## config.mk

```make
export PLATFORM = sky130hd
export DESIGN_NAME = pls_link_status
export DESIGN_NICKNAME = d
export VERILOG_FILES = /design/src/hw/pls_pkg.sv /design/src/hw/pls_ram.sv /design/src/hw/pls_fifo.sv /design/src/hw/pls_link_status.sv
export VERILOG_INCLUDE_DIRS = /design/src /design/src/hw
export SDC_FILE = /design/constraint.sdc
export NUM_CORES = 1
export LEC_CHECK = 0
export BUFFER_PORTS_ARGS = -buffer_cell sky130_fd_sc_hd__clkbuf_2
export CAP_MARGIN = 30
export CORE_MARGIN = 5
export CORE_UTILIZATION = 63
export CTS_BUF_LIST = sky130_fd_sc_hd__clkbuf_2 sky130_fd_sc_hd__clkbuf_4 sky130_fd_sc_hd__clkbuf_8
export DETAILED_ROUTE_END_ITERATION = 7
export GPL_TIMING_DRIVEN = 0
export PLACE_DENSITY_LB_ADDON = 0.25
export SLEW_MARGIN = 5
export SYNTH_ARGS = -nofsm -noshare
export SYNTH_HDL_FRONTEND = slang
export SYNTH_HIERARCHICAL = 1
export SYNTH_SLANG_ARGS = --single-unit
```

## constraint.sdc

```tcl
create_clock -name REF_CLK -period 5 [get_ports REF_CLK]
set_input_delay 0.75 -clock REF_CLK [delete_from_list [all_inputs] [get_ports REF_CLK]]
set_output_delay 0.75 -clock REF_CLK [all_outputs]
set_load 0.005 [all_outputs]
```

## src/hw/pls_cfg.svh

```systemverilog
// offsets, field positions, reset values and timing counts of the link status block
`ifndef PLS_CFG_SVH
`define PLS_CFG_SVH
`define PLS_REG_CTRL 5'h00
`define PLS_REG_STAT 5'h01
`define PLS_CTRL_LOOP 14
`define PLS_CTRL_ANEN 12
`define PLS_CTRL_ISO 10
`define PLS_CTRL_RESTART 9
`define PLS_CTRL_UNIDIR 5
`define PLS_CTRL_RESET 16'h1400
`define PLS_STAT_LINK 2
`define PLS_STAT_ANABLE 3
`define PLS_STAT_ANDONE 5
`define PLS_SV_SYNC 0
`define PLS_SV_LINK 1
`define PLS_K_COMMA 8'hbc
`define PLS_D_CFG 8'hb5
`define PLS_D_IDLE 8'h50
`define PLS_CFG_ACK 7
`define PLS_CFG_BASE 8'h20
`define PLS_SYNC_COMMAS 2'h3
`define PLS_MATCH_COUNT 2'h3
`define PLS_CLK_MHZ 25
`define PLS_LINK_TIMER_US 10000
`define PLS_LINK_TIMER_CYC (`PLS_LINK_TIMER_US * `PLS_CLK_MHZ)
`define PLS_FIFO_WIDTH 8
`define PLS_FIFO_DEPTH 32
`endif

```

## src/hw/pls_pkg.sv

```systemverilog
// types shared by the link status block
package pls_pkg;
    typedef enum logic [1:0] {SYNC_LOSS, SYNC_ACQ, SYNC_OK} pls_sync_e;
    typedef enum logic [2:0] {AN_OFF, AN_ABILITY, AN_ACK, AN_WAIT, AN_DONE} pls_an_e;
    typedef struct packed {
        logic [7:0] data;
        logic is_k;
        logic err;
    } pls_sym_s;
    typedef struct packed {
        logic [4:0] addr;
        logic rd;
        logic wr;
        logic [15:0] wdata;
    } pls_mgmt_s;
endpackage

```

## src/hw/pls_ram.sv

```systemverilog
// storage of the transmit fifo, registered read, write-first
`timescale 1ns/1ns
module pls_ram #(
    parameter int WIDTH = 8,
    parameter int DEPTH = 32,
    parameter int AW = 5
) (
    // clock
    input wire logic clk,
    input wire logic ce,
    // write side
    input wire logic we,
    input wire logic [AW-1:0] waddr,
    input wire logic [WIDTH-1:0] wdata,
    // read side
    input wire logic [AW-1:0] raddr,
    output logic [WIDTH-1:0] rdata
);
    logic [WIDTH-1:0] mem [DEPTH];

    always_ff @(posedge clk) begin
        if (ce) begin
            if (we) begin
                mem[waddr] <= wdata;
            end
            rdata <= (we && waddr == raddr) ? wdata : mem[raddr];
        end
    end
endmodule // pls_ram

```

## src/hw/pls_fifo.sv

```systemverilog
// first-in first-out buffer with valid and ready on both sides
`timescale 1ns/1ns
module pls_fifo #(
    parameter int WIDTH = 8,
    parameter int DEPTH = 32
) (
    // clock and reset
    input wire logic clk,
    input wire logic rst,
    input wire logic ce,
    // fill side
    input wire logic in_valid,
    output logic in_ready,
    input wire logic [WIDTH-1:0] in_data,
    // drain side
    output logic out_valid,
    input wire logic out_ready,
    output logic [WIDTH-1:0] out_data
);
    localparam int AW = $clog2(DEPTH);
    logic [AW-1:0] wptr, rptr, next_wptr, next_rptr;
    logic [AW:0] count, next_count;
    logic next_in_ready, next_out_valid, push, pop;

    always_comb begin
        push = in_valid & in_ready;
        pop = out_valid & out_ready;
        next_wptr = wptr + AW'(push);
        next_rptr = rptr + AW'(pop);
        next_count = count + (AW+1)'(push) - (AW+1)'(pop);
        next_in_ready = next_count != (AW+1)'(DEPTH);
        next_out_valid = next_count != '0;
    end

    always_ff @(posedge clk) begin
        if (rst) begin
            wptr <= '0;
            rptr <= '0;
            count <= '0;
            in_ready <= 1'b0;
            out_valid <= 1'b0;
        end else if (ce) begin
            wptr <= next_wptr;
            rptr <= next_rptr;
            count <= next_count;
            in_ready <= next_in_ready;
            out_valid <= next_out_valid;
        end
    end

    pls_ram #(.WIDTH(WIDTH), .DEPTH(DEPTH), .AW(AW)) u_ram (
        .clk(clk),
        .ce(ce),
        .we(push),
        .waddr(wptr),
        .wdata(in_data),
        .raddr(next_rptr),
        .rdata(out_data)
    );
endmodule // pls_fifo

```

## src/hw/pls_link_status.sv

```systemverilog
// link status, auto-negotiation status and client gating of the coding sublayer
//
// Summary of operation
// status bit 1.5 shows negotiation complete
// interrupt output signals negotiation completion
// completion needs negotiation enabled both sides
// bit error during negotiation restarts it
// link status on 1.2 and vector bit 1
// vector bit 0 high when synchronized
// signal detect low holds loss of sync
// partner drives signal detect, tied high otherwise
// transceiver resets held until PLL lock
// receive bit errors flagged to client
// loopback routes transmitter to own receiver
// transmit blocked without link unless unidirectional
// isolate after reset blocks client data
// interrupt held until software acknowledges
`timescale 1ns/1ns
`include "pls_cfg.svh"
module pls_link_status #(
    parameter int unsigned LINK_TIMER_CYCLES = `PLS_LINK_TIMER_CYC
) (
    // clock, reset, enable
    input wire logic REF_CLK,
    input wire logic SYS_RST,
    input wire logic CE,
    // transceiver
    input wire logic PLL_LOCK,
    input wire logic SIGNAL_DETECT,
    input wire logic [7:0] RX_DATA,
    input wire logic RX_IS_K,
    input wire logic RX_DISPARITY_ERROR,
    input wire logic RX_INVALID_CODE_GROUP,
    input wire logic RX_ELASTIC_BUFFER_ERROR,
    input wire logic TX_POL_SET,
    input wire logic RX_POL_SET,
    output logic [7:0] TX_DATA,
    output logic TX_IS_K,
    output logic MGT_TX_RESET,
    output logic MGT_RX_RESET,
    output logic TRANSMIT_POLARITY_INVERT,
    output logic RECEIVE_POLARITY_INVERT,
    // client
    input wire logic [7:0] TXD,
    input wire logic TX_EN,
    output logic TX_READY,
    output logic [7:0] RXD,
    output logic RX_DV,
    output logic RX_ER,
    // management
    input wire pls_pkg::pls_mgmt_s MGMT_REQ,
    output logic [15:0] MGMT_RDATA,
    output logic MGMT_RVALID,
    // status
    output logic [1:0] STATUS_VECTOR,
    output logic AN_INTERRUPT,
    input wire logic AN_INTERRUPT_ACK
);
    import pls_pkg::*;

    // ----------------------------------------
    // pin synchronisers
    // ----------------------------------------
    logic [1:0] pin_in, s1, s2, s3, pin_f;
    assign pin_in = {PLL_LOCK, SIGNAL_DETECT};
    for (genvar i = 0; i < 2; i++) begin : g_sync
        always_ff @(posedge REF_CLK) begin
            if (SYS_RST) begin
                s1[i] <= 1'b0;
                s2[i] <= 1'b0;
                s3[i] <= 1'b0;
                pin_f[i] <= 1'b0;
            end else if (CE) begin
                s1[i] <= pin_in[i];
                s2[i] <= s1[i];
                s3[i] <= s2[i];
                if (s2[i] == s3[i]) begin
                    pin_f[i] <= s3[i];
                end
            end
        end
    end
    logic sig_det, pll_ok;
    assign sig_det = pin_f[0];
    assign pll_ok = pin_f[1];

    // ----------------------------------------
    // state
    // ----------------------------------------
    logic [15:0] ctrl, next_ctrl;
    logic restart, next_restart;
    pls_sync_e sync_st, next_sync_st;
    logic [1:0] comma_cnt, next_comma_cnt;
    logic [1:0] rx_phase, next_rx_phase;
    pls_an_e an_st, next_an_st;
    logic [1:0] match_cnt, next_match_cnt;
    logic [6:0] last_cfg, next_last_cfg;
    logic [31:0] tmr, next_tmr;
    logic an_done_q, next_an_done_q;
    logic [1:0] tx_phase, next_tx_phase;
    logic [7:0] next_tx_data, next_rxd;
    logic next_tx_is_k, next_rx_dv, next_rx_er, next_an_int;
    logic [15:0] next_rdata;
    pls_sym_s sym;
    logic comma, cfg_valid, idle_seen, an_en, iso, link, an_busy;
    logic fifo_valid, fifo_pop, allow_tx;
    logic [7:0] fifo_data, cfg_tx;
    logic [15:0] status_word;

    assign an_en = ctrl[`PLS_CTRL_ANEN];
    assign iso = ctrl[`PLS_CTRL_ISO];

    // ----------------------------------------
    // receive symbol, sync and negotiation
    // ----------------------------------------
    always_comb begin
        if (ctrl[`PLS_CTRL_LOOP]) begin
            sym = '{data: TX_DATA, is_k: TX_IS_K, err: 1'b0};
        end else begin
            sym = '{data: RX_DATA, is_k: RX_IS_K,
                    err: RX_DISPARITY_ERROR | RX_INVALID_CODE_GROUP | RX_ELASTIC_BUFFER_ERROR};
        end
        comma = sym.is_k && sym.data == `PLS_K_COMMA && !sym.err;
        next_sync_st = sync_st;
        next_comma_cnt = comma_cnt;
        unique case (sync_st)
            SYNC_LOSS: begin
                if (comma) begin
                    next_sync_st = SYNC_ACQ;
                    next_comma_cnt = 2'h1;
                end
            end
            SYNC_ACQ: begin
                if (sym.err) begin
                    next_sync_st = SYNC_LOSS;
                end else if (comma) begin
                    next_comma_cnt = comma_cnt + 2'h1;
                    if (next_comma_cnt == `PLS_SYNC_COMMAS) begin
                        next_sync_st = SYNC_OK;
                    end
                end
            end
            SYNC_OK: begin
                if (sym.err) begin
                    next_sync_st = SYNC_LOSS;
                end
            end
        endcase
        if (!sig_det) begin
            next_sync_st = SYNC_LOSS;
        end
        // ordered set parser
        cfg_valid = 1'b0;
        idle_seen = 1'b0;
        next_rx_phase = 2'h0;
        if (comma) begin
            next_rx_phase = 2'h1;
        end else if (rx_phase == 2'h1 && !sym.is_k) begin
            next_rx_phase = (sym.data == `PLS_D_CFG) ? 2'h2 : 2'h0;
            idle_seen = sym.data == `PLS_D_IDLE;
        end else if (rx_phase == 2'h2) begin
            cfg_valid = !sym.is_k && !sym.err && sync_st == SYNC_OK;
        end
        // negotiation
        an_busy = an_st == AN_ABILITY || an_st == AN_ACK || an_st == AN_WAIT;
        next_an_st = an_st;
        next_match_cnt = match_cnt;
        next_last_cfg = last_cfg;
        next_tmr = '0;
        unique case (an_st)
            AN_OFF: begin
                next_an_st = AN_ABILITY;
            end
            AN_ABILITY: begin
                if (idle_seen) begin
                    next_match_cnt = 2'h0;
                end else if (cfg_valid) begin
                    next_last_cfg = sym.data[6:0];
                    if (sym.data[6:0] == last_cfg && match_cnt != `PLS_MATCH_COUNT) begin
                        next_match_cnt = match_cnt + 2'h1;
                    end else if (sym.data[6:0] != last_cfg) begin
                        next_match_cnt = 2'h1;
                    end
                    if (next_match_cnt == `PLS_MATCH_COUNT) begin
                        next_an_st = AN_ACK;
                    end
                end
            end
            AN_ACK: begin
                if (cfg_valid && sym.data[`PLS_CFG_ACK] && sym.data[6:0] == last_cfg) begin
                    next_an_st = AN_WAIT;
                end
            end
            AN_WAIT: begin
                next_tmr = tmr + 32'h1;
                if (tmr == LINK_TIMER_CYCLES - 1) begin
                    next_an_st = AN_DONE;
                end
            end
            AN_DONE: begin
                if (cfg_valid) begin
                    next_an_st = AN_ABILITY;
                end
            end
        endcase
        if ((an_busy && sym.err) || sync_st != SYNC_OK || restart) begin
            next_an_st = AN_ABILITY;
            next_match_cnt = 2'h0;
        end
        if (!an_en) begin
            next_an_st = AN_OFF;
        end
        next_an_done_q = an_st == AN_DONE;
        // link falls with sync in the same cycle, so vector bit 1 never outlives bit 0
        link = sync_st == SYNC_OK && next_sync_st == SYNC_OK && (!an_en || an_st == AN_DONE);
        next_an_int = (next_an_done_q && !an_done_q) || (AN_INTERRUPT && !AN_INTERRUPT_ACK);
    end

    // ----------------------------------------
    // transmit and client paths
    // ----------------------------------------
    always_comb begin
        allow_tx = (link || ctrl[`PLS_CTRL_UNIDIR]) && !iso;
        cfg_tx = `PLS_CFG_BASE;
        cfg_tx[`PLS_CFG_ACK] = an_st == AN_ACK || an_st == AN_WAIT;
        fifo_pop = 1'b0;
        next_tx_phase = 2'h0;
        next_tx_is_k = 1'b0;
        next_tx_data = `PLS_D_IDLE;
        if (tx_phase == 2'h1) begin
            next_tx_data = an_busy ? `PLS_D_CFG : `PLS_D_IDLE;
            next_tx_phase = an_busy ? 2'h2 : 2'h0;
        end else if (tx_phase == 2'h2) begin
            next_tx_data = cfg_tx;
        end else if (!an_busy && allow_tx && fifo_valid) begin
            fifo_pop = 1'b1;
            next_tx_data = fifo_data;
        end else begin
            next_tx_is_k = 1'b1;
            next_tx_data = `PLS_K_COMMA;
            next_tx_phase = 2'h1;
        end
        next_rxd = sym.data;
        next_rx_dv = !iso && link && rx_phase == 2'h0 && !sym.is_k;
        next_rx_er = !iso && (RX_DV || next_rx_dv) && sym.err;
        // management
        next_ctrl = ctrl;
        next_restart = 1'b0;
        if (MGMT_REQ.wr && MGMT_REQ.addr == `PLS_REG_CTRL) begin
            next_ctrl = MGMT_REQ.wdata;
            next_ctrl[`PLS_CTRL_RESTART] = 1'b0;
            next_restart = MGMT_REQ.wdata[`PLS_CTRL_RESTART];
        end
        status_word = '0;
        status_word[`PLS_STAT_ANDONE] = an_st == AN_DONE;
        status_word[`PLS_STAT_LINK] = link;
        status_word[`PLS_STAT_ANABLE] = 1'b1;
        unique case (MGMT_REQ.addr)
            `PLS_REG_CTRL: next_rdata = ctrl;
            `PLS_REG_STAT: next_rdata = status_word;
            default: next_rdata = '0;
        endcase
    end

    always_ff @(posedge REF_CLK) begin
        if (SYS_RST) begin
            ctrl <= `PLS_CTRL_RESET;
            restart <= 1'b0;
            sync_st <= SYNC_LOSS;
            comma_cnt <= 2'h0;
            rx_phase <= 2'h0;
            an_st <= AN_OFF;
            match_cnt <= 2'h0;
            last_cfg <= 7'h00;
            tmr <= '0;
            an_done_q <= 1'b0;
            tx_phase <= 2'h0;
            TX_DATA <= 8'h00;
            TX_IS_K <= 1'b0;
            RXD <= 8'h00;
            RX_DV <= 1'b0;
            RX_ER <= 1'b0;
            MGMT_RDATA <= 16'h0000;
            MGMT_RVALID <= 1'b0;
            STATUS_VECTOR <= 2'h0;
            AN_INTERRUPT <= 1'b0;
            MGT_TX_RESET <= 1'b1;
            MGT_RX_RESET <= 1'b1;
            TRANSMIT_POLARITY_INVERT <= 1'b0;
            RECEIVE_POLARITY_INVERT <= 1'b0;
        end else if (CE) begin
            ctrl <= next_ctrl;
            restart <= next_restart;
            sync_st <= next_sync_st;
            comma_cnt <= next_comma_cnt;
            rx_phase <= next_rx_phase;
            an_st <= next_an_st;
            match_cnt <= next_match_cnt;
            last_cfg <= next_last_cfg;
            tmr <= next_tmr;
            an_done_q <= next_an_done_q;
            tx_phase <= next_tx_phase;
            TX_DATA <= next_tx_data;
            TX_IS_K <= next_tx_is_k;
            RXD <= next_rxd;
            RX_DV <= next_rx_dv;
            RX_ER <= next_rx_er;
            MGMT_RDATA <= next_rdata;
            MGMT_RVALID <= MGMT_REQ.rd;
            STATUS_VECTOR[`PLS_SV_SYNC] <= next_sync_st == SYNC_OK;
            STATUS_VECTOR[`PLS_SV_LINK] <= link;
            AN_INTERRUPT <= next_an_int;
            MGT_TX_RESET <= !pll_ok;
            MGT_RX_RESET <= !pll_ok;
            TRANSMIT_POLARITY_INVERT <= TX_POL_SET;
            RECEIVE_POLARITY_INVERT <= RX_POL_SET;
        end
    end

    // ----------------------------------------
    // transmit buffer
    // ----------------------------------------
    pls_fifo #(.WIDTH(`PLS_FIFO_WIDTH), .DEPTH(`PLS_FIFO_DEPTH)) u_fifo (
        .clk(REF_CLK),
        .rst(SYS_RST),
        .ce(CE),
        .in_valid(TX_EN && !iso),
        .in_ready(TX_READY),
        .in_data(TXD),
        .out_valid(fifo_valid),
        .out_ready(fifo_pop),
        .out_data(fifo_data)
    );
endmodule // pls_link_status

```

==> reports/qor.txt, run 1 <==
GRT
--------------------------------------------------------------------------------
Maximum number of pins on one net before global-route repair                  34
Number of global-route vias before repair                                  11400
Wire length of the first global-routing pass                             61.4 mm
Overall Global Routing Usage                                               25.4%
Initial antenna violation count                                                0
Total gr overflow                                                              0

CRITICAL PATH
--------------------------------------------------------------------------------
End of the worst register-to-register path                          u_fifo/u_ram/rdata[0]
CP Launch Type                                                              flop
Cells traversed along the worst timing path                         buf_4 -> nor2b_1 -> nand4b_1 -> a211oi_4 -> mux2_4 -> and3_1 -> buf_6 -> o21ai_4 -> nor2_2 -> and3_1 -> ha_1 -> xor2_1 -> buf_6 -> buf_6 -> buf_6 -> mux2i_1 -> a22oi_1 -> a21oi_1 -> nor4_1 -> mux2_2
Launch instance of the worst register-to-register path                  ctrl[14]
Most frequent CP cell                                               sky130_fd_sc_hd__buf_6
Slowest stage delay, CP                                                   410 ps
Worst Setup End Kind                                                        flop
Worst EP arrival                                                         5270 ps
Maximum fanout count along the critical path                                  10
Required @ worst endpoint                                                5450 ps
Slowest stage cell, crit path                                       sky130_fd_sc_hd__nor4_1
Minimum setup slack among reg-to-reg paths                                180 ps
Critical Setup Path Class                                                reg2reg
Worst r2r path cells                                                          20

LAYOUT
--------------------------------------------------------------------------------
Sequential cell area in the final layout                              10600 um^2
Leading cell type in the layout, fill and taps excluded             sky130_fd_sc_hd__edfxtp_1
Footprint of the multi-input gates                                     5920 um^2
Commonest non-fill, non-tap cells in the layout                     264 x sky130_fd_sc_hd__edfxtp_1, 161 x sky130_fd_sc_hd__nor2_1, 149 x sky130_fd_sc_hd__mux2i_1, 135 x sky130_fd_sc_hd__dfxtp_1, 95 x sky130_fd_sc_hd__clkbuf_2
Total Nets Final                                                            1589
Layout-stage area growth over the synthesis result                         12.9%
Fillers                                                                     1844
Post-route cell area                                                  19200 um^2
Fraction of final layout cells with drive strength greater than 1          17.6%
Inserted Diodes                                                                0

FLOW RUN
--------------------------------------------------------------------------------
Max-cap violations                                                             0

TIMING
--------------------------------------------------------------------------------
Share of the cycle needed by the critical path after routing               96.4%
Max-slew headroom at the worst pin                                         37.0%
Hold Fails Final Rpt                                                           0
Fin Setup TNS                                                               0 ps
Fmax achieved                                                          0.208 GHz
Max-slew violations                                                            0
Clock Skew                                                               36.6 ps
Hold slack                                                                367 ps
Final setup viols                                                              0
Tmin final                                                               4820 ps
Measured slew at the worst slew-check pin                                 945 ps

DIE
--------------------------------------------------------------------------------
Floorplan die area                                                    30400 um^2
Io pins                                                                       96
Die boundary width                                                        174 um
Core region area                                                      26800 um^2
Core Rows                                                                     60
Vertical die dimension                                                    174 um
Effective utilization at floorplan                                         63.6%

SYNTH
--------------------------------------------------------------------------------
Post-synthesis sequential element count                                      399
Portion of netlist area occupied by mux cells                              9.83%
Synth unique cells                                                            73
Simple-gate share of the synthesized area                                  11.2%
Cells after synthesis                                                       1364
Synth Area in Compound Gates                                               9.08%
Post-synthesis area per instance                                       12.5 um^2
Total nets after synthesis                                                  1431
Sequential cell area fraction in the yosys report                          62.4%
Async SR Flop Fraction                                                        0%
Synthesis warning total                                                        6
Most instantiated flip-flop cell in the synthesis netlist           sky130_fd_sc_hd__edfxtp_1
Dominant combinational cell family by area after synthesis          simple AND/OR/NAND/NOR gates
Post-synth design cell area                                           17000 um^2
Adder-Cell Fraction of Synth Area                                          1.15%
Number of enable flip-flop cells after synthesis                             264
Area share of xor/xnor cells in the synthesized design                     3.23%

DETAILED ROUTING
--------------------------------------------------------------------------------
Total via count in the routed design                                       11600
Remaining routing DRC violations                                               0
Wire length per cell                                                     20.6 um
Number of iterations in the first detailed-routing pass                        7
Starting DRC count in detailed routing                                      1080
WL final                                                                 39.4 mm
DRT antenna net count                                                          0
Detailed-route vias per instance                                            6.09

PLACED DESIGN
--------------------------------------------------------------------------------
Port Buffer Count                                                             94
Instance area at placement                                            17900 um^2
Placed wire-length estimate after detailed placement                     26.6 mm
RePlAce Congestion                                                         0.921

CTS
--------------------------------------------------------------------------------
TritonCTS clock tree                                                       built
Number of levels in the clock H-tree                                           2
CTS Root Buffer Type                                                sky130_fd_sc_hd__clkbuf_8
TritonCTS Sinks                                                              399
TritonCTS buffer count                                                        61
Bufs on Longest Clock Path                                                     3
Clock latency reported for the late side of the worst-skew pair           610 ps
Clk pin slew, worst setup/hold paths                                       60 ps

WORST HOLD PATH
--------------------------------------------------------------------------------
Startpoint of the worst hold path                                   MGMT_REQ[13]
Cell depth of the worst hold path                                              3
End point of the worst hold path                                        ctrl[13]
Class of the most critical hold timing path                               in2reg

PWR
--------------------------------------------------------------------------------
Post-layout power                                                      0.00659 W
Proportion of power drawn by the clock network                             41.1%
Fraction of power consumed by combinational cells                           4.7%
Switching power summed over all nets                                   0.00143 W
Switching power as a share of total power                                  21.7%
Total power per unit cell area                                       343 nW/um^2
Maximum vdd ir drop                                                   0.000374 V
Leakage Power                                                            6.50 nW
Proportion of power drawn by flip-flops and latches                        54.2%
Cell-internal power                                                    0.00516 W

STATUS
--------------------------------------------------------------------------------
Outcome                                                                completed

-- critical path: cells and delay by family, from the launching register on --
family	cells	cell delay, ps
buffers and inverters	5	900
and+or+nand+nor	6	1270
muxes	3	680
adders and majority gates	1	230
DFF	1	360
AOI/OAI and AO/OA	4	980
xor gates and xnor gates	1	210
-- power by group through the flow --
stage | Combinational, W | Clock (W) | Sequential, W
finish | 0.000312 | 0.00271 | 0.00357
global route | 0.000345 | 0.00293 | 0.00358
CTS | 0.000312 | 0.00276 | 0.00357
detailed placement | 0.000310 | 0 | 0.00364
global placement | 0.000301 | 0 | 0.00364
floorplan | 0.000188 | 0 | 0.00364
-- final cells by class --
| cell class | count | share of cell area [%] |
|---|---|---|
| sequential | 399 | 55.2 |
| buffer | 73 | 2.29 |
| multi-input combinational | 868 | 30.8 |
| clock inverter | 20 | 0.800 |
| inverter | 23 | 0.449 |
| timing repair buffer | 96 | 2.52 |
| tap | 341 | 2.22 |
| clock buffer | 92 | 5.70 |
-- how the worst max path moves through the flow --
| stage | startpoint | endpoint | slack [ps] |
|---|---|---|---|
| 6_report | ctrl[14] | u_fifo/u_ram/rdata[0] | 180 |
| 5_1_grt | ctrl[14] | u_fifo/u_ram/rdata[3] | -3 |
| 2_1_floorplan | RX_DATA[6] | u_fifo/u_ram/rdata[6] | 430 |
| 3_3_place_gp | RX_DATA[4] | u_fifo/u_ram/rdata[5] | -440 |
| 4_1_cts | ctrl[14] | u_fifo/u_ram/rdata[5] | 10 |
| 3_5_place_dp | RX_DATA[4] | u_fifo/u_ram/rdata[3] | -460 |
-- routing by layer --
metal	up-vias	part of all wire, %	global-route usage (%)
met5	-	0	0
met4	0	2.7	8.22
met3	85	8.4	5.42
met2	506	47	41.0
met1	5676	42	34.7
li1	5382	-	-
-- sequential cells by signal, indices dropped and copies added, names as in the netlist, 2 cells and up --
register	count
u_fifo/u_ram/mem	256
tmr	32
MGMT_RDATA	15
ctrl	15
RXD	8
TX_DATA	8
u_fifo/u_ram/rdata	8
last_cfg	7
u_fifo/count	6
u_fifo/rptr	5
u_fifo/wptr	5
an_st	3
STATUS_VECTOR	2
comma_cnt	2
match_cnt	2
rx_phase	2
s1	2
s2	2
s3	2
sync_st	2
tx_phase	2
-- per-stage QoR --
| step | std cells | setup slack, ps | util, % |
|---|---|---|---|
| floorplan | 1364 | 429 | - |
| global placement | 1799 | -438 | 66.9 |
| detailed placement | 1799 | -457 | 66.9 |
| CTS | 1911 | 14.9 | 71.6 |
| global route | 1912 | -3.31 | 71.8 |
| finish | 1912 | 181 | 71.8 |
-- kinds of logic after synthesis --
| group | after synthesis |
|---|---|
| compound gates | 225 |
| xor+xnor | 62 |
| fa+ha+maj | 15 |
| buf+inv | 97 |
| flops | 399 |
| mux | 162 |
| other cells | 1 |
| simple gates | 403 |
-- synth_stat cells, drive strengths merged (31+ instances only) --
cell type	number	area, um^2
edfxtp	264	7930
nor2	164	616
mux2i	150	1500
dfxtp	135	2700
nand2	93	349
a21oi	69	349
a22oi	69	518
buf	39	305
xor2	39	349
clkbuf	35	135
nand3	31	160
-- repair_timing --
action | in CTS | in global routing
resized for setup | 0 | 16
hold buffers | 0 | 0
buffers inserted | 0 | 2
setup endpoints to repair | 0 | 8
Note: power is estimated with default switching activity, not from simulation.
==> run 2, diff against run 1 <==
--- a/config.mk
+++ b/config.mk
@@ -6,7 +6,7 @@
 export SDC_FILE = /design/constraint.sdc
 export NUM_CORES = 1
 export LEC_CHECK = 0
-export BUFFER_PORTS_ARGS = -buffer_cell sky130_fd_sc_hd__clkbuf_2
+export BUFFER_PORTS_ARGS = -buffer_cell sky130_fd_sc_hd__buf_2
 export CAP_MARGIN = 30
 export CORE_MARGIN = 5
 export CORE_UTILIZATION = 63
==> run 2 against run 1 <==
Sequential cell count is the same. Register-to-register slack lost 150 ps. Power shrank 0.17%. Non-clock buffer count grew 2. Worst hold slack gained 19 ps.
==> reports/qor.txt, run 2 (synthesized netlist as in run 1, its figures left out) <==
DIE
--------------------------------------------------------------------------------
Floorplan die area                                                    30400 um^2   unchanged
Die boundary width                                                        174 um   unchanged
Effective utilization at floorplan                                         63.6%   unchanged
Io pins                                                                       96   unchanged
Core region area                                                      26800 um^2   unchanged
Core Rows                                                                     60   unchanged
Vertical die dimension                                                    174 um   unchanged

FLOW RUN
--------------------------------------------------------------------------------
Max-cap violations                                                             0   unchanged

GRT
--------------------------------------------------------------------------------
Overall Global Routing Usage                                               25.3%   was 25.4%
Wire length of the first global-routing pass                             61.5 mm   was 61.4 mm
Maximum number of pins on one net before global-route repair                  34   unchanged
GRT met3 Usage                                                             5.48%   was 5.42%
Total gr overflow                                                              0   unchanged
GR met1 Demand/Resource                                                    34.5%   was 34.7%
Met2 layer usage reported by global route                                  41.1%   was 41.0%
Most Used Layer, Global Route                                               met2   unchanged
Initial antenna violation count                                                0   unchanged
Number of global-route vias before repair                                  11300   was 11400

DETAILED ROUTING
--------------------------------------------------------------------------------
Starting DRC count in detailed routing                                      1114   was 1080
Number of iterations in the first detailed-routing pass                        5   was 7
Total via count in the routed design                                       11700   was 11600
Remaining routing DRC violations                                               0   unchanged
Wire length per cell                                                     20.5 um   was 20.6 um
DRT antenna net count                                                          0   unchanged
Detailed-route vias per instance                                            6.12   was 6.09
WL final                                                                 39.3 mm   was 39.4 mm

CRITICAL PATH
--------------------------------------------------------------------------------
Slowest stage delay, CP                                                   370 ps   was 410 ps
Cell type group with the largest total delay on the critical path   compound AO/OA/AOI/OAI gates   was simple AND/OR/NAND/NOR gates
Minimum setup slack among reg-to-reg paths                                 30 ps   was 180 ps
Launch instance of the worst register-to-register path                  ctrl[14]   unchanged
Most frequent CP cell                                               sky130_fd_sc_hd__buf_6   unchanged
Origin of the worst setup path                                          ctrl[14]   unchanged
Worst Setup End Kind                                                        flop   unchanged
Maximum fanout count along the critical path                                  10   unchanged
Buffers and inverters on the worst path                                        5   unchanged
Critical Setup Path Class                                                reg2reg   unchanged
Slowest stage cell, crit path                                       sky130_fd_sc_hd__dfxtp_1   was sky130_fd_sc_hd__nor4_1
Worst EP arrival                                                         5300 ps   was 5270 ps
Required @ worst endpoint                                                5330 ps   was 5450 ps
Cells traversed along the worst timing path                         buf_4 -> nor2b_1 -> nand4b_1 -> a211oi_4 -> mux2_4 -> and3_1 -> buf_6 -> o21ai_4 -> nor2_1 -> and3_1 -> ha_1 -> xor2_1 -> buf_6 -> buf_6 -> buf_6 -> mux2i_1 -> a22oi_1 -> a21oi_1 -> nor4_1 -> mux2_2   was buf_4 -> nor2b_1 -> nand4b_1 -> a211oi_4 -> mux2_4 -> and3_1 -> buf_6 -> o21ai_4 -> nor2_2 -> and3_1 -> ha_1 -> xor2_1 -> buf_6 -> buf_6 -> buf_6 -> mux2i_1 -> a22oi_1 -> a21oi_1 -> nor4_1 -> mux2_2
CP Launch Type                                                              flop   unchanged

LAYOUT
--------------------------------------------------------------------------------
Leading cell type in the layout, fill and taps excluded             sky130_fd_sc_hd__edfxtp_1   unchanged
Layout-stage area growth over the synthesis result                         13.5%   was 12.9%
Registers with the highest flip-flop counts                         u_fifo/u_ram/mem (256), tmr (32)   unchanged
Total Nets Final                                                            1591   was 1589
Inserted Diodes                                                                0   unchanged
Fillers                                                                     1810   was 1844
Commonest non-fill, non-tap cells in the layout                     264 x sky130_fd_sc_hd__edfxtp_1, 162 x sky130_fd_sc_hd__nor2_1, 149 x sky130_fd_sc_hd__mux2i_1, 135 x sky130_fd_sc_hd__dfxtp_1, 98 x sky130_fd_sc_hd__buf_2   was 264 x sky130_fd_sc_hd__edfxtp_1, 161 x sky130_fd_sc_hd__nor2_1, 149 x sky130_fd_sc_hd__mux2i_1, 135 x sky130_fd_sc_hd__dfxtp_1, 95 x sky130_fd_sc_hd__clkbuf_2
Post-route cell area                                                  19300 um^2   was 19200 um^2
Fraction of final layout cells with drive strength greater than 1          18.2%   was 17.6%
Largest register by flop count                                      u_fifo/u_ram/mem   unchanged
Number of flip-flops under the largest register name                         256   unchanged

PLACED DESIGN
--------------------------------------------------------------------------------
RePlAce Congestion                                                         0.907   was 0.921
Placement-stage worst setup slack                                        -483 ps   was -457 ps
Instance area at placement                                            17900 um^2   unchanged
Port Buffer Count                                                             94   unchanged
Placed wire-length estimate after detailed placement                     26.3 mm   was 26.6 mm

TIMING
--------------------------------------------------------------------------------
Max-slew headroom at the worst pin                                         39.4%   was 37.0%
Clock Skew                                                               32.1 ps   was 36.6 ps
Smallest setup slack after layout                                        28.1 ps   was 181 ps
Measured slew at the worst slew-check pin                                 905 ps   was 945 ps
Fmax achieved                                                          0.201 GHz   was 0.208 GHz
Hold Fails Final Rpt                                                           0   unchanged
Tmin final                                                               4970 ps   was 4820 ps
Max-slew violations                                                            0   unchanged
Final setup viols                                                              0   unchanged
Hold slack                                                                386 ps   was 367 ps
Share of the cycle needed by the critical path after routing               99.4%   was 96.4%

CTS
--------------------------------------------------------------------------------
TritonCTS buffer count                                                        61   unchanged
Number of levels in the clock H-tree                                           2   unchanged
Post-cts hold buffer count                                                     0   unchanged
TritonCTS clock tree                                                       built   unchanged
Clock latency reported for the late side of the worst-skew pair           600 ps   was 610 ps
Clk pin slew, worst setup/hold paths                                       60 ps   about the same
TritonCTS Sinks                                                              399   unchanged
CTS Root Buffer Type                                                sky130_fd_sc_hd__clkbuf_8   unchanged
Bufs on Longest Clock Path                                                     3   unchanged

WORST HOLD PATH
--------------------------------------------------------------------------------
Class of the most critical hold timing path                               in2reg   unchanged
Startpoint of the worst hold path                                    MGMT_REQ[6]   was MGMT_REQ[13]

PWR
--------------------------------------------------------------------------------
Maximum vdd ir drop                                                   0.000290 V   was 0.000374 V
Total power per unit cell area                                       340 nW/um^2   was 343 nW/um^2
Leakage Power                                                            6.54 nW   was 6.50 nW
Post-layout power                                                      0.00658 W   was 0.00659 W

STATUS
--------------------------------------------------------------------------------
Outcome                                                                completed   unchanged

-- run 2: cell types whose count changed in the layout (fill, tap and decap cells not counted), sizes merged --
cell / previous run / this run
clkbuf: 222 / 131
bufinv: 2 / 1
buf: 39 / 134
-- run 2: worst paths after layout --
path                                              end  cells after the start
worst max-delay path            u_fifo/u_ram/rdata[7]                     20
worst min-delay path                          ctrl[6]                      3
worst max register to register  u_fifo/u_ram/rdata[7]                     20
worst min register to register           AN_INTERRUPT                      2
-- run 2: final cells by class --
cell class | instances | area, um^2 | area share (%)
tap | 341 | 427 | 2.21
inverter | 23 | 86.3 | 0.447
sequential | 399 | 10600 | 55.0
timing repair buffer | 98 | 500 | 2.59
buffer | 73 | 447 | 2.31
multi-input combinational | 868 | 5990 | 31.0
clock buffer | 94 | 1150 | 5.95
clock inverter | 19 | 106 | 0.550
-- run 2: routing by layer --
layer / share of wire [%] / wire length (um) / vias to the layer above
met2: 47 / 18600 / 536
met5: 0 / 0 / -
met4: 2.8 / 1090 / 0
li1: - / - / 5387
met3: 8.3 / 3270 / 81
met1: 42 / 16400 / 5707
-- run 2: worst register-to-register path, delay by kind of cell (launching register included) --
family	cells	cell delay [ps]
multiplexers	3	850
AND/OR/NAND/NOR	6	1050
XOR/XNOR	1	210
flip-flops	1	370
buffers and inverters	5	910
AO/OA/AOI/OAI	4	1070
adder cells (fa/ha/maj)	1	230
-- run 2: power breakdown --
group / leakage [nW] / internal (W) / switching [W]
clock network: 0.669 / 0.00151 / 0.00119
registers: 3.47 / 0.00354 / 0.0000315
logic: 2.39 / 0.000115 / 0.000199
total: 6.54 / 0.00516 / 0.00142
-- run 2: per-stage QoR --
stage | util [%] | cells | setup TNS (ps)
after floorplan | - | 1364 | 0
after global placement | 66.9 | 1799 | -2980
after detailed placement | 66.9 | 1799 | -3500
after CTS | 71.6 | 1912 | 0
after global routing | 72.1 | 1915 | -215
final | 72.1 | 1915 | 0
-- run 2: repair_timing --
item | in CTS | in global routing
resized for setup | 4 | 32
setup buffers | 0 | 4
pin swaps | 0 | 2
endpoints found under the hold margin | 0 | 0
setup endpoints to repair | 5 | 8
==> run 3, diff against run 2 <==
--- a/config.mk
+++ b/config.mk
@@ -9,7 +9,7 @@
 export BUFFER_PORTS_ARGS = -buffer_cell sky130_fd_sc_hd__buf_2
 export CAP_MARGIN = 30
 export CORE_MARGIN = 5
-export CORE_UTILIZATION = 63
+export CORE_UTILIZATION = 65
 export CTS_BUF_LIST = sky130_fd_sc_hd__clkbuf_2 sky130_fd_sc_hd__clkbuf_4 sky130_fd_sc_hd__clkbuf_8
 export DETAILED_ROUTE_END_ITERATION = 7
 export GPL_TIMING_DRIVEN = 0
@@ -19,3 +19,4 @@
 export SYNTH_HDL_FRONTEND = slang
 export SYNTH_HIERARCHICAL = 1
 export SYNTH_SLANG_ARGS = --single-unit
+export TNS_END_PERCENT = 100
==> constraint.sdc (replaced) <==
create_clock -name REF_CLK -period 5.9 [get_ports REF_CLK]
set_input_delay 0.885 -clock REF_CLK [delete_from_list [all_inputs] [get_ports REF_CLK]]
set_output_delay 0.885 -clock REF_CLK [all_outputs]
set_load 0.1 [all_outputs]
==> run 3 against run 2 <==
Core utilization up 2.1 points. Via count fell by 1.3%. Final area is 0.47% lower. Combinational power up 9.9%. Wire length decreased by 2.2%. Register-to-register slack improved by 780 ps. Count of clock-buffer cells in the layout decreased by 2. First-iteration DRC count decreased by 11%. Sequential cell count is the same. Sequential share of layout area increased by 0.26 points. Sequential power shrank 15%. Critical endpoint is now u_fifo/u_ram/rdata[3]. Largest cell class unchanged. Highest routed layer unchanged.
==> reports/qor.txt, run 3 (synthesized netlist as in run 1, its figures left out) <==
WORST HOLD PATH
------------------------------------------------------------------------------------
Class of the most critical hold timing path                                  reg2reg   was in2reg
Cell depth of the worst hold path                                                  2   was 3

DIE
------------------------------------------------------------------------------------
Core region area                                                          25900 um^2   was 26800 um^2
Vertical die dimension                                                        172 um   was 174 um
Die boundary width                                                            172 um   was 174 um
Floorplan die area                                                        29500 um^2   was 30400 um^2
Effective utilization at floorplan                                             65.8%   was 63.6%
Io pins                                                                           96   unchanged
Core Rows                                                                         59   was 60

CRITICAL PATH
------------------------------------------------------------------------------------
Buffers and inverters on the worst path                                            4   was 5
Required @ worst endpoint                                                    6250 ps   was 5330 ps
Worst r2r path cells                                                              19   was 20
Slowest stage delay, CP                                                       410 ps   was 370 ps
Maximum fanout count along the critical path                                      10   unchanged
Critical Setup Path Class                                                     in2reg   was reg2reg
Worst Setup End Kind                                                            flop   unchanged
Worst EP arrival                                                             5460 ps   was 5300 ps
CP Launch Type                                                            input port   was flop
Cells traversed along the worst timing path                             buf_2 -> or3b_1 -> a22o_1 -> a211oi_4 -> mux2_4 -> and3_1 -> buf_6 -> o21ai_4 -> nor2_1 -> and3_1 -> ha_1 -> xor2_1 -> buf_6 -> nor2b_1 -> buf_2 -> a22oi_1 -> a21oi_1 -> nor4_1 -> mux2_2   was buf_4 -> nor2b_1 -> nand4b_1 -> a211oi_4 -> mux2_4 -> and3_1 -> buf_6 -> o21ai_4 -> nor2_1 -> and3_1 -> ha_1 -> xor2_1 -> buf_6 -> buf_6 -> buf_6 -> mux2i_1 -> a22oi_1 -> a21oi_1 -> nor4_1 -> mux2_2
Depth of the critical timing path with buffers and inverters included             19   was 20
Slowest stage cell, crit path                                           sky130_fd_sc_hd__a21oi_1   was sky130_fd_sc_hd__dfxtp_1
Cell type group with the largest total delay on the critical path       compound AO/OA/AOI/OAI gates   unchanged

TIMING
------------------------------------------------------------------------------------
Fmax achieved                                                              0.195 GHz
Hold slack                                                                    459 ps   was 386 ps
Measured slew at the worst slew-check pin                                     798 ps   was 905 ps
Max-slew violations                                                                0   unchanged
Share of the cycle needed by the critical path after routing                   86.7%
Hold Fails Final Rpt                                                               0   unchanged
Clock Skew                                                                   20.5 ps   was 32.1 ps
Final setup viols                                                                  0   unchanged
Fin Setup TNS                                                                   0 ps   unchanged
Tmin final                                                                   5120 ps
Unrepaired setup endpoints after global routing                                   no
Max-slew headroom at the worst pin                                             46.6%   was 39.4%

FLOW RUN
------------------------------------------------------------------------------------
Max-cap violations                                                                 0   unchanged

PWR
------------------------------------------------------------------------------------
Leakage Power                                                                6.52 nW   was 6.54 nW
Proportion of power drawn by the clock network                                 41.2%   was 41.0%
Proportion of power drawn by flip-flops and latches                            52.8%   was 54.3%
Maximum vdd ir drop                                                       0.000310 V   was 0.000290 V
Cell-internal power                                                        0.00444 W   was 0.00516 W
Fraction of power consumed by combinational cells                               6.0%   was 4.8%
Switching power summed over all nets                                       0.00130 W   was 0.00142 W
Total power per unit cell area                                           298 nW/um^2   was 340 nW/um^2
Switching power as a share of total power                                      22.7%   was 21.5%

PLACED DESIGN
------------------------------------------------------------------------------------
RePlAce Congestion                                                             0.987   was 0.907
Port Buffer Count                                                                 94   unchanged
Number of cells in the design after placement                                   1793   was 1799
Placed wire-length estimate after detailed placement                         25.9 mm   was 26.3 mm
Instance area at placement                                                17900 um^2   about the same

CTS
------------------------------------------------------------------------------------
Bufs on Longest Clock Path                                                         3   unchanged
Number of levels in the clock H-tree                                               2   unchanged
TritonCTS Sinks                                                                  399   unchanged
Clk pin slew, worst setup/hold paths                                           60 ps   about the same
Clock latency reported for the late side of the worst-skew pair               600 ps   about the same
TritonCTS clock tree                                                           built   unchanged
CTS Root Buffer Type                                                    sky130_fd_sc_hd__clkbuf_8   unchanged
Gates resized, CTS repair                                                          0   was 4
TritonCTS buffer count                                                            61   unchanged
Post-cts hold buffer count                                                         0   unchanged
Setup Fix Bufs, Post-CTS                                                           0   unchanged

GRT
------------------------------------------------------------------------------------
Maximum number of pins on one net before global-route repair                      34   unchanged
Wire length of the first global-routing pass                                 58.9 mm   was 61.5 mm
Initial antenna violation count                                                    0   unchanged
Total gr overflow                                                                  0   unchanged
Number of global-route vias before repair                                      11300   about the same
Overall Global Routing Usage                                                   25.4%   was 25.3%

LAYOUT
------------------------------------------------------------------------------------
Number of flip-flops under the largest register name                             256   unchanged
Post-route cell area                                                      19200 um^2   was 19300 um^2
Non-Filler Instances                                                            1909   was 1915
Largest register by flop count                                          u_fifo/u_ram/mem   unchanged
Total Nets Final                                                                1588   was 1591
Fin util                                                                       74.3%   was 72.1%
Leading cell type in the layout, fill and taps excluded                 sky130_fd_sc_hd__edfxtp_1   unchanged
Layout-stage area growth over the synthesis result                             12.9%   was 13.5%
Commonest non-fill, non-tap cells in the layout                         264 x sky130_fd_sc_hd__edfxtp_1, 164 x sky130_fd_sc_hd__nor2_1, 150 x sky130_fd_sc_hd__mux2i_1, 135 x sky130_fd_sc_hd__dfxtp_1, 101 x sky130_fd_sc_hd__buf_2   was 264 x sky130_fd_sc_hd__edfxtp_1, 162 x sky130_fd_sc_hd__nor2_1, 149 x sky130_fd_sc_hd__mux2i_1, 135 x sky130_fd_sc_hd__dfxtp_1, 98 x sky130_fd_sc_hd__buf_2
Registers with the highest flip-flop counts                             u_fifo/u_ram/mem (256), tmr (32)   unchanged
Fraction of final layout cells with drive strength greater than 1              16.5%   was 18.2%

DETAILED ROUTING
------------------------------------------------------------------------------------
Starting DRC count in detailed routing                                           994   was 1114
Detailed-route vias per instance                                                6.06   was 6.12
DRT antenna net count                                                              0   unchanged
Total via count in the routed design                                           11600   was 11700
Wire length per cell                                                         20.1 um   was 20.5 um
Number of iterations in the first detailed-routing pass                            6   was 5
Remaining routing DRC violations                                                   0   unchanged
WL final                                                                     38.5 mm   was 39.3 mm

STATUS
------------------------------------------------------------------------------------
Outcome                                                                    completed   unchanged

## run 3: per-layer routing
layer,vias to the layer above,GRT usage (%),share of wire [%]
met5,-,0,0
met3,98,4.71,8.0
li1,5379,-,-
met2,504,43.4,49
met1,5578,32.2,39
met4,0,10.3,3.6
## run 3: worst reg2reg max path: stages, from the launching register on
cell	delay, ps
sky130_fd_sc_hd__dfxtp_1	370
sky130_fd_sc_hd__buf_4	200
sky130_fd_sc_hd__nand4_1	110
sky130_fd_sc_hd__a22o_1	310
sky130_fd_sc_hd__a211oi_4	340
sky130_fd_sc_hd__mux2_4	350
sky130_fd_sc_hd__and3_1	180
sky130_fd_sc_hd__buf_6	130
sky130_fd_sc_hd__o21ai_4	230
sky130_fd_sc_hd__nor2_1	140
sky130_fd_sc_hd__and3_1	210
sky130_fd_sc_hd__ha_1	230
sky130_fd_sc_hd__xor2_1	220
sky130_fd_sc_hd__buf_6	180
sky130_fd_sc_hd__nor2b_1	380
sky130_fd_sc_hd__buf_2	320
sky130_fd_sc_hd__a22oi_1	130
sky130_fd_sc_hd__a21oi_1	410
sky130_fd_sc_hd__nor4_1	120
sky130_fd_sc_hd__mux2_2	280
## run 3: path summary, 6_finish.rpt
kind | start | endpoint | slack, ps
hold reg to reg | ctrl[13] | ctrl[13] | 460
setup / recovery | RX_DATA[6] | u_fifo/u_ram/rdata[3] | 780
setup reg to reg | ctrl[14] | u_fifo/u_ram/rdata[3] | 810
hold / removal | ctrl[13] | ctrl[13] | 460
## run 3: power groups by stage
stage                     Sequential [W]  Clock [W]  Combinational, W
after detailed placement         0.00309          0          0.000340
after CTS                        0.00303    0.00240          0.000344
after global routing             0.00303    0.00253          0.000373
after global placement           0.00308          0          0.000332
after floorplan                  0.00316          0          0.000162
final                            0.00303    0.00236          0.000345
## run 3: layout make-up
type,count,area [um^2]
flip-flops and latches,399,10600
multi-input cells,868,5880
well taps,335,419
inverters,23,86.3
diodes,1,2.50
repair buffers,94,470
clock buffers,92,1150
clock inverters,23,159
fillers,1692,6670
plain buffers,74,440
## run 3: through the flow
stage / power (W) / worst slack, ps
4_1_cts: 0.00577 / 910
6_report: 0.00574 / 784
2_1_floorplan: 0.00332 / 1190
5_1_grt: 0.00594 / 657
3_5_place_dp: 0.00343 / 308
3_3_place_gp: 0.00342 / 327
